<file path="src/ubi_pkg_mem.sv">
// Constants, types and the packet memory of the bulk-in encapsulation block
// Overview of operation
// - Byte stream goes to the transceiver layer, which serialises, bit-stuffs and NRZI-codes it.
// - Protocol engine works in full-speed 1.1 or high-speed 2.0 mode.
// - Setup packet clears stall; suspend and reset handled without software.
// - Retry after errors keeps toggle; handshake chosen from buffer state.
// - One configuration, one interface, one alternate setting, four endpoints.
// - Endpoint 0 control, 1 bulk-in, 2 bulk-out, 3 interrupt.
// - Bulk-in transmitter packs receive FIFO frames into endpoint 1 packets.
// - Packing mode chosen by a configuration mode bit.
// - Multi-frame mode packs consecutive frames into one packet.
// - Single-frame mode holds at most one frame per packet.
// - Frames longer than 512 bytes span several packets.
// - Status word ahead of each frame gives length used to delimit frames.
// - Status word comes from the receive status word generator.
// - Nonzero data offset inserts that many pad bytes after status word.
// - Clocks come from the common clock block.
// - Burst ends with a short packet or a zero-length packet.
// - Bulk-in token with empty receive FIFO gets a zero-length packet.
// - Multi-frame: frames start word aligned; pad only if another frame follows.
// - Single-frame: zero-length packet after frame sized a packet multiple.
package ubi_pkg;
    localparam int AW = 9;
    localparam int CW = 10;
    localparam int LEN_W = 14;
    localparam int OFF_W = 5;
    localparam logic [9:0] MPS_HS = 10'h200;
    localparam logic [9:0] MPS_FS = 10'h040;
    localparam logic [3:0] EP_CTRL = 4'h0;
    localparam logic [3:0] EP_BULK_IN = 4'h1;
    localparam logic [3:0] EP_BULK_OUT = 4'h2;
    localparam logic [3:0] EP_INTR = 4'h3;
    localparam logic [3:0] NUM_EP = 4'h4;
    localparam logic [1:0] STAT_LO = 2'h0;
    localparam logic [1:0] STAT_HI = 2'h1;
    localparam logic [1:0] STAT_LAST = 2'h3;
    localparam logic [1:0] WORD_LAST = 2'h3;
    localparam int LEN_HI_W = 6;

    typedef enum logic [4:0] {
        B_IDLE = 5'h01,
        B_STAT = 5'h02,
        B_PAD = 5'h04,
        B_DATA = 5'h08,
        B_ALIGN = 5'h10
    } ubi_bst_e;

    typedef enum logic [2:0] {
        T_IDLE = 3'h1,
        T_SEND = 3'h2,
        T_WAIT = 3'h4
    } ubi_tst_e;

    typedef struct packed {
        logic valid;
        logic [3:0] ep;
        logic crc_ok;
    } ubi_token_s;

    typedef struct packed {
        logic multi_frame;
        logic hs;
        logic [OFF_W-1:0] offset;
    } ubi_cfg_s;

    typedef struct packed {
        ubi_bst_e bst;
        ubi_tst_e tst;
        logic [CW-1:0] wr_cnt;
        logic [LEN_W-1:0] frm_rem;
        logic [7:0] len_lo;
        logic [1:0] stat_idx;
        logic [OFF_W-1:0] pad_rem;
        logic pkt_rdy;
        logic [CW-1:0] pkt_len;
        logic zlp_owed;
        logic sent_real;
        logic toggle;
        logic stalled;
        logic [CW-1:0] rd_ptr;
        logic txv;
        logic txl;
        logic nak;
        logic zlp;
        logic stall;
    } ubi_state_s;
endpackage

`timescale 1ns/1ps
module ubi_pkt_mem #(
    parameter int W = 8,
    parameter int D = 512,
    parameter int A = 9
) (
    // Clock
    input wire logic clk_i,
    // Write port
    input wire logic we_i,
    input wire logic [A-1:0] waddr_i,
    input wire logic [W-1:0] wdata_i,
    // Read port
    input wire logic re_i,
    input wire logic [A-1:0] raddr_i,
    output logic [W-1:0] rdata_o
);
    logic [W-1:0] mem_r [D];

    always_ff @(posedge clk_i) begin
        if (we_i) begin
            mem_r[waddr_i] <= wdata_i;
        end
        if (re_i) begin
            rdata_o <= mem_r[raddr_i];
        end
    end
endmodule // ubi_pkt_mem
</file>
<file path="src/ubi_bulk_in_transmitter.sv">
// Bulk-in transmitter with stall, retry and handshake control for endpoint 1
`timescale 1ns/1ps
module ubi_bulk_in_transmitter (
    // Clock and reset
    input wire logic clk_i,
    input wire logic rst_i,
    // Protocol engine side
    input wire ubi_pkg::ubi_token_s token_i,
    input wire logic suspend_i,
    input wire logic setup_i,
    input wire logic host_stall_i,
    input wire logic host_ack_i,
    input wire logic host_timeout_i,
    // Configuration
    input wire ubi_pkg::ubi_cfg_s cfg_i,
    // Receive FIFO
    input wire logic [7:0] fifo_data_i,
    input wire logic fifo_valid_i,
    output logic fifo_ready_o,
    // Packet out to transceiver
    output logic [7:0] tx_data_o,
    output logic tx_valid_o,
    output logic tx_last_o,
    output logic tx_toggle_o,
    output logic resp_zlp_o,
    output logic resp_nak_o,
    output logic resp_stall_o,
    output logic ep_stalled_o
);
    import ubi_pkg::*;

    ubi_state_s s, n;
    logic we, re, wr, take, tok_hit;
    logic [AW-1:0] wa, ra;
    logic [7:0] wd;
    logic [CW-1:0] mps;

    function automatic logic [CW-1:0] max_pkt(input logic hs);
        return hs ? MPS_HS : MPS_FS;
    endfunction

    // Bulk-in token for endpoint 1 accepted only when awake and error free
    assign tok_hit = token_i.valid && token_i.crc_ok && !suspend_i && token_i.ep == EP_BULK_IN && token_i.ep < NUM_EP;

    always_comb begin
        n = s;
        wr = 1'b0;
        wd = 8'h00;
        take = 1'b0;
        re = 1'b0;
        ra = s.rd_ptr[AW-1:0];
        mps = max_pkt(cfg_i.hs);
        n.txv = 1'b0;
        n.txl = 1'b0;
        n.nak = 1'b0;
        n.zlp = 1'b0;
        n.stall = 1'b0;
        if (host_stall_i) begin
            n.stalled = 1'b1;
        end
        if (setup_i) begin
            n.stalled = 1'b0;
        end
        // Packet builder
        if (!s.pkt_rdy) begin
            case (s.bst)
                B_IDLE: begin
                    if (s.zlp_owed) begin
                        n.zlp_owed = 1'b0;
                        n.pkt_rdy = 1'b1;
                        n.pkt_len = '0;
                    end else if (fifo_valid_i) begin
                        n.bst = B_STAT;
                        n.stat_idx = STAT_LO;
                    end
                end
                B_STAT: begin
                    if (fifo_valid_i) begin
                        take = 1'b1;
                        wr = 1'b1;
                        wd = fifo_data_i;
                        n.stat_idx = s.stat_idx + 2'h1;
                        if (s.stat_idx == STAT_LO) begin
                            n.len_lo = fifo_data_i;
                        end
                        if (s.stat_idx == STAT_HI) begin
                            n.frm_rem = {fifo_data_i[LEN_HI_W-1:0], s.len_lo};
                        end
                        if (s.stat_idx == STAT_LAST) begin
                            n.pad_rem = cfg_i.offset;
                            n.bst = (cfg_i.offset != '0) ? B_PAD : B_DATA;
                        end
                    end
                end
                B_PAD: begin
                    wr = 1'b1;
                    n.pad_rem = s.pad_rem - OFF_W'(1);
                    if (s.pad_rem == OFF_W'(1)) begin
                        n.bst = B_DATA;
                    end
                end
                B_DATA: begin
                    if (s.frm_rem != '0) begin
                        if (fifo_valid_i) begin
                            take = 1'b1;
                            wr = 1'b1;
                            wd = fifo_data_i;
                            n.frm_rem = s.frm_rem - LEN_W'(1);
                        end
                    end else if (s.wr_cnt == '0) begin
                        n.zlp_owed = !cfg_i.multi_frame || !fifo_valid_i;
                        n.bst = B_IDLE;
                    end else if (!cfg_i.multi_frame || !fifo_valid_i) begin
                        n.pkt_rdy = 1'b1;
                        n.pkt_len = s.wr_cnt;
                        n.wr_cnt = '0;
                        n.bst = B_IDLE;
                    end else begin
                        n.bst = (s.wr_cnt[1:0] != 2'h0) ? B_ALIGN : B_IDLE;
                    end
                end
                B_ALIGN: begin
                    wr = 1'b1;
                    if (s.wr_cnt[1:0] == WORD_LAST) begin
                        n.bst = B_IDLE;
                    end
                end
                default: begin
                    n.bst = B_IDLE;
                end
            endcase
            if (wr) begin
                n.wr_cnt = s.wr_cnt + CW'(1);
                if (s.wr_cnt + CW'(1) == mps) begin
                    n.pkt_rdy = 1'b1;
                    n.pkt_len = mps;
                    n.wr_cnt = '0;
                end
            end
        end
        // Token answer and transmit
        case (s.tst)
            T_IDLE: begin
                if (tok_hit) begin
                    if (s.stalled) begin
                        n.stall = 1'b1;
                    end else if (s.pkt_rdy) begin
                        n.sent_real = 1'b1;
                        n.rd_ptr = '0;
                        if (s.pkt_len == '0) begin
                            n.zlp = 1'b1;
                            n.tst = T_WAIT;
                        end else begin
                            n.tst = T_SEND;
                        end
                    end else if (s.bst == B_IDLE && !fifo_valid_i && !s.zlp_owed) begin
                        n.zlp = 1'b1;
                        n.sent_real = 1'b0;
                        n.tst = T_WAIT;
                    end else begin
                        n.nak = 1'b1;
                    end
                end
            end
            T_SEND: begin
                re = 1'b1;
                n.txv = 1'b1;
                n.rd_ptr = s.rd_ptr + CW'(1);
                if (s.rd_ptr == s.pkt_len - CW'(1)) begin
                    n.txl = 1'b1;
                    n.tst = T_WAIT;
                end
            end
            T_WAIT: begin
                if (host_ack_i) begin
                    n.toggle = ~s.toggle;
                    if (s.sent_real) begin
                        n.pkt_rdy = 1'b0;
                    end
                    n.tst = T_IDLE;
                end else if (host_timeout_i) begin
                    n.tst = T_IDLE;
                end
            end
            default: begin
                n.tst = T_IDLE;
            end
        endcase
        we = wr && !s.pkt_rdy;
        wa = s.wr_cnt[AW-1:0];
    end

    // Single clock from the common clock block
    always_ff @(posedge clk_i) begin
        if (rst_i) begin
            s <= '{bst: B_IDLE, tst: T_IDLE, default: '0};
        end else begin
            s <= n;
        end
    end

    ubi_pkt_mem #(.W(8), .D(512), .A(AW)) u_mem (
        .clk_i(clk_i),
        .we_i(we),
        .waddr_i(wa),
        .wdata_i(wd),
        .re_i(re),
        .raddr_i(ra),
        .rdata_o(tx_data_o)
    );

    assign fifo_ready_o = take;
    assign tx_valid_o = s.txv;
    assign tx_last_o = s.txl;
    assign tx_toggle_o = s.toggle;
    assign resp_zlp_o = s.zlp;
    assign resp_nak_o = s.nak;
    assign resp_stall_o = s.stall;
    assign ep_stalled_o = s.stalled;

    // Checks
    a_fifo_hold_full: assert property (@(posedge clk_i) disable iff (rst_i)
        s.pkt_rdy |-> !fifo_ready_o) else $error("FIFO read while packet held");
    a_pkt_len_max: assert property (@(posedge clk_i) disable iff (rst_i)
        s.pkt_rdy |-> s.pkt_len <= max_pkt(cfg_i.hs)) else $error("Packet longer than max size");
    a_single_no_align: assert property (@(posedge clk_i) disable iff (rst_i)
        (s.bst == B_DATA && s.frm_rem == '0 && !s.pkt_rdy && !cfg_i.multi_frame) |=> s.bst == B_IDLE)
        else $error("Single-frame packing went on past frame");
    a_align_only_multi: assert property (@(posedge clk_i) disable iff (rst_i)
        (s.bst == B_DATA && s.frm_rem == '0 && !s.pkt_rdy && s.wr_cnt[1:0] != 2'h0
            && cfg_i.multi_frame && fifo_valid_i)
        |=> s.bst == B_ALIGN) else $error("Frame not padded to word");
    a_empty_zlp_ans: assert property (@(posedge clk_i) disable iff (rst_i)
        (s.tst == T_IDLE && tok_hit && !s.stalled && !s.pkt_rdy && s.bst == B_IDLE && !fifo_valid_i && !s.zlp_owed)
        |=> resp_zlp_o ##1 !resp_zlp_o) else $error("Empty FIFO token not given ZLP");
    a_ack_flips_tog: assert property (@(posedge clk_i) disable iff (rst_i)
        (s.tst == T_WAIT && host_ack_i) |=> tx_toggle_o != $past(tx_toggle_o)) else $error("Toggle kept after ACK");
    a_retry_same_tog: assert property (@(posedge clk_i) disable iff (rst_i)
        (s.tst == T_WAIT && !host_ack_i && host_timeout_i) |=> $stable(tx_toggle_o) && s.pkt_rdy == $past(s.pkt_rdy))
        else $error("Retry lost packet or toggle");
    a_setup_clears: assert property (@(posedge clk_i) disable iff (rst_i)
        setup_i |=> !ep_stalled_o) else $error("Setup did not clear stall");
    a_offset_pads: assert property (@(posedge clk_i) disable iff (rst_i)
        (s.bst == B_STAT && s.stat_idx == STAT_LAST && fifo_valid_i && !s.pkt_rdy && cfg_i.offset != '0)
        |=> s.bst == B_PAD [*1] ##0 s.pad_rem == $past(cfg_i.offset)) else $error("Offset pad not inserted");
    a_zero_offset: assert property (@(posedge clk_i) disable iff (rst_i)
        (s.bst == B_STAT && s.stat_idx == STAT_LAST && fifo_valid_i && !s.pkt_rdy && cfg_i.offset == '0)
        |=> s.bst == B_DATA) else $error("Pad bytes with zero offset");
    a_last_with_valid: assert property (@(posedge clk_i) disable iff (rst_i)
        tx_last_o |-> tx_valid_o ##1 !tx_valid_o) else $error("Last byte not closing packet");

    c_full_packet: cover property (@(posedge clk_i) disable iff (rst_i) tx_last_o && s.pkt_len == MPS_HS);
    c_mef_align: cover property (@(posedge clk_i) disable iff (rst_i) s.bst == B_ALIGN);
    c_owed_zlp: cover property (@(posedge clk_i) disable iff (rst_i) s.zlp_owed ##[1:20] resp_zlp_o);
    c_retry: cover property (@(posedge clk_i) disable iff (rst_i) s.tst == T_WAIT && host_timeout_i);
endmodule // ubi_bulk_in_transmitter

</file>
<file path="config.mk">
export PLATFORM = sky130hd
export DESIGN_NAME = ubi_bulk_in_transmitter
export DESIGN_NICKNAME = d
export VERILOG_FILES = /design/src/ubi_pkg_mem.sv /design/src/ubi_bulk_in_transmitter.sv
export SDC_FILE = /design/constraint.sdc
export NUM_CORES = 2
export LEC_CHECK = 0
export BUFFER_PORTS_ARGS = -buffer_cell sky130_fd_sc_hd__clkbuf_2
export CORE_MARGIN = 8
export CORE_UTILIZATION = 28
export DETAILED_ROUTE_END_ITERATION = 7
export SYNTH_ARGS = -nofsm -noshare
export SYNTH_HDL_FRONTEND = slang
export SYNTH_SLANG_ARGS = --single-unit
</file>
<file path="constraint.sdc">
create_clock -name clk_i -period 14.95 [get_ports clk_i]
set_input_delay 0.7475 -clock clk_i [delete_from_list [all_inputs] [get_ports clk_i]]
set_output_delay 0.7475 -clock clk_i [all_outputs]
set_load 0.1 [all_outputs]
</file>
==> qor.csv <==
metric;value;unit
outcome;completed;
grt_pass1_wl;662;mm
rows;280;
ys.flop_type;edfxtp_1;
yosysTopAreaCellShare;75.5;%
p_sw_share;20.1;%
post-cts-setup-buffers;0;
ioPinCount;45;
drv_cap;0;
synth_commonest_cells;edfxtp_1, mux4_2, nor2_1;
track_usage;15.1;%
worst_pin_slew;1.32;ns
top_usage_layer;met2;
worst-setup-path-type;reg2reg;
first_global_vias;84646;
vias_per_cell;5.25;
synth_cell_types;92;
seqPwrFrac;54.7;%
cts.reportedPaths.clkPinSlew;0.06;ns
period_share;41.4;%
post_drt_wl_per_cell;29.2;um
syn_avg_cell_area;20.3;um2
gp_congestion;0.819;
die_w;779;um
fill_cells;54600;
overflow;0;
drv_slew;0;
syn_inst;8035;
h-tree-depth;5;
cp_common_cell;buf_4;
fin_crit;6.19;ns
path_cells;buf_4, buf_4, buf_4, mux4_2, a22oi_1, a21oi_1, o31ai_1, o221ai_1, o41ai_1, a32oi_1;
drive_above_1_share;21.3;%
synth_fp_nets;8077;
async_flop_share;0;%
arrival;6.88;ns
cts_made_buffers;421;
num_vias;85551;
start_util;28.1;%
yosysWarnings;0;
portBuffers;44;
dp_hpwl;280;mm
power_frac_comb;1.6;%
power.switching;4.76;mW
hold_violations;0;
max_freq;0.162;GHz
coreArea;581000;um2
irDropWorstVdd;0.0978;mV
r2r_setup_slack;8.76;ns
crit_path_start_kind;flip-flop;
fp.dieArea;608000;um2
clkLatencyLatePin;1.05;ns
r2r-start;ra[0];
rsz0062_at_grt;no;
powerDensity;127;nW/um2
final_antenna_net_count;0;
wl;476;mm
p_clk_share;43.8;%
cp_slowest_cell;dfxtp_4;
synth.most_common_cell;edfxtp_1;
worst-path-max-fanout;42;
fin_skew;0.114;ns
grt_max_degree;202;
instances_no_fill;16300;
multi_input_area;35800;um2
whs;0.0512;ns
syn_area;163000;um2
drcViolationCount;0;
cts_tree;built;
clockBufferDepth;4;
cpPeakStageDelay;0.92;ns
finalSetupViolCount;0;
required;15.65;ns
register_area;125000;um2
fin_nets;8224;
regToRegEndpoint;u_mem.rdata_o[6];
hp-class;in2reg;
dr.pass1.iters;6;
relSlewSlack;10.6;%
syn_to_final_growth;13.9;%
antenna_found_initial;37;
use_met1;20.3;%
ys_seq_area_share;76.5;%
yosys-top-cells-area;edfxtp_1, mux4_2, mux2i_1;
cts_root_buffer;clkbuf_16;
post-route-util;32.0;%
synth_top_area_cell;edfxtp_1;
synth-seq-cells;4181;
drt_iter0_markers;11937;
grt_use_met3;3.80;%
p_int;18.9;mW
cellLeakagePower;58.2;nW
worstSetupEndpoint;u_mem.rdata_o[6];
r2r_cells;10;
cts.sinks;4181;
die_h;779;um
fin_tns_setup;0;ns
grt.met2_usage;23.6;%
crit_start;ra[0];
synth_enable_flop_cells;4104;
endpoint_kind;flip-flop;
dp.cells;15510;
==> area by class of cell <==
cell class                 count  share of cell area [%]
timing repair buffer         244                    1.06
multi-input combinational   3305                    19.3
sequential                  4181                    67.1
clock buffer                 553                    6.09
antenna                       21                  0.0283
clock inverter               212                    1.14
inverter                      29                  0.0639
tap                         7755                    5.22
==> sequential cells by signal, summed over array words and instances (netlist names) <==
register,cells
ep_stalled_o,1
ra,9
resp_nak_o,1
resp_stall_o,1
resp_zlp_o,1
s,61
tx_last_o,1
tx_toggle_o,1
tx_valid_o,1
u_mem.mem_r,4096
u_mem.rdata_o,8
==> per-stage QoR <==
stage          power (mW)  cell area, um2  setup WS [ns]
4_1_cts              23.7          186000           8.70
5_1_grt              24.2          186000           8.38
2_1_floorplan        13.4          163000           4.65
6_report             23.6          186000           8.76
3_3_place_gp         13.5          172000           8.73
3_5_place_dp         13.5          172000           8.69
==> power by group through the flow <==
stage | logic (mW) | registers, mW | clock network (mW)
final | 0.372 | 12.9 | 10.3
after CTS | 0.371 | 12.9 | 10.5
after global placement | 0.346 | 13.2 | 0
after detailed placement | 0.370 | 13.2 | 0
after global routing | 0.394 | 12.9 | 10.9
after floorplan | 0.189 | 13.3 | 0
==> how the worst min path moves through the flow <==
stage / startpoint / endpoint / slack, ns / depth (start not counted)
2_1_floorplan: s[51] / s[51] / 0.45 / 2
3_3_place_gp: s[36] / s[36] / 0.46 / 2
3_5_place_dp: s[51] / s[51] / 0.46 / 2
4_1_cts: fifo_data_i[6] / s[43] / 0.02 / 3
5_1_grt: token_i[0] / resp_stall_o / 0.04 / 3
6_report: fifo_data_i[6] / s[43] / 0.05 / 3
==> worst max-delay path: cells and delay by family, from the launching register on <==
| family | cells | cell delay, ns |
|---|---|---|
| buffers and inverters | 3 | 2.13 |
| muxes | 1 | 0.60 |
| AOI/OAI and AO/OA | 6 | 2.11 |
| DFF | 1 | 0.92 |
==> routing by layer <==
layer	wire (um)	part of all wire, %
met5	92	0.019
met4	18400	3.9
met3	53200	11
met2	219000	46
met1	185000	39
==> repair_timing <==
| item | 4_1_cts | 5_1_grt |
|---|---|---|
| gates resized for setup | 0 | 0 |
| hold buffers | 3 | 0 |
| endpoints found under the hold margin | 2 | 0 |
==> placed cells by master (no fill, tap or decap), drive strengths merged, types with 77 or more instances in the layout <==
cell    instances
o21ai          87
nand2         224
dfxtp          77
a21oi         183
nor2          632
mux4          915
clkbuf        598
clkinv        168
edfxtp       4104
mux2i         323
buf           196
nand3          79
a22oi         168
==> kinds of logic (layout without fill, tap and decap cells) <==
logic type,count (synthesis),after routing,share of synthesized area [%]
buffers and inverters,549,1038,1.79
adders and majority gates,13,13,0.0997
xor gates and xnor gates,22,22,0.118
DFF,4181,4181,76.5
AOI/OAI and AO/OA,884,884,3.84
muxes,1249,1249,14.7
other,0,21,0
and+or+nand+nor,1137,1137,3.01
Power figures use the tool's default switching activity.
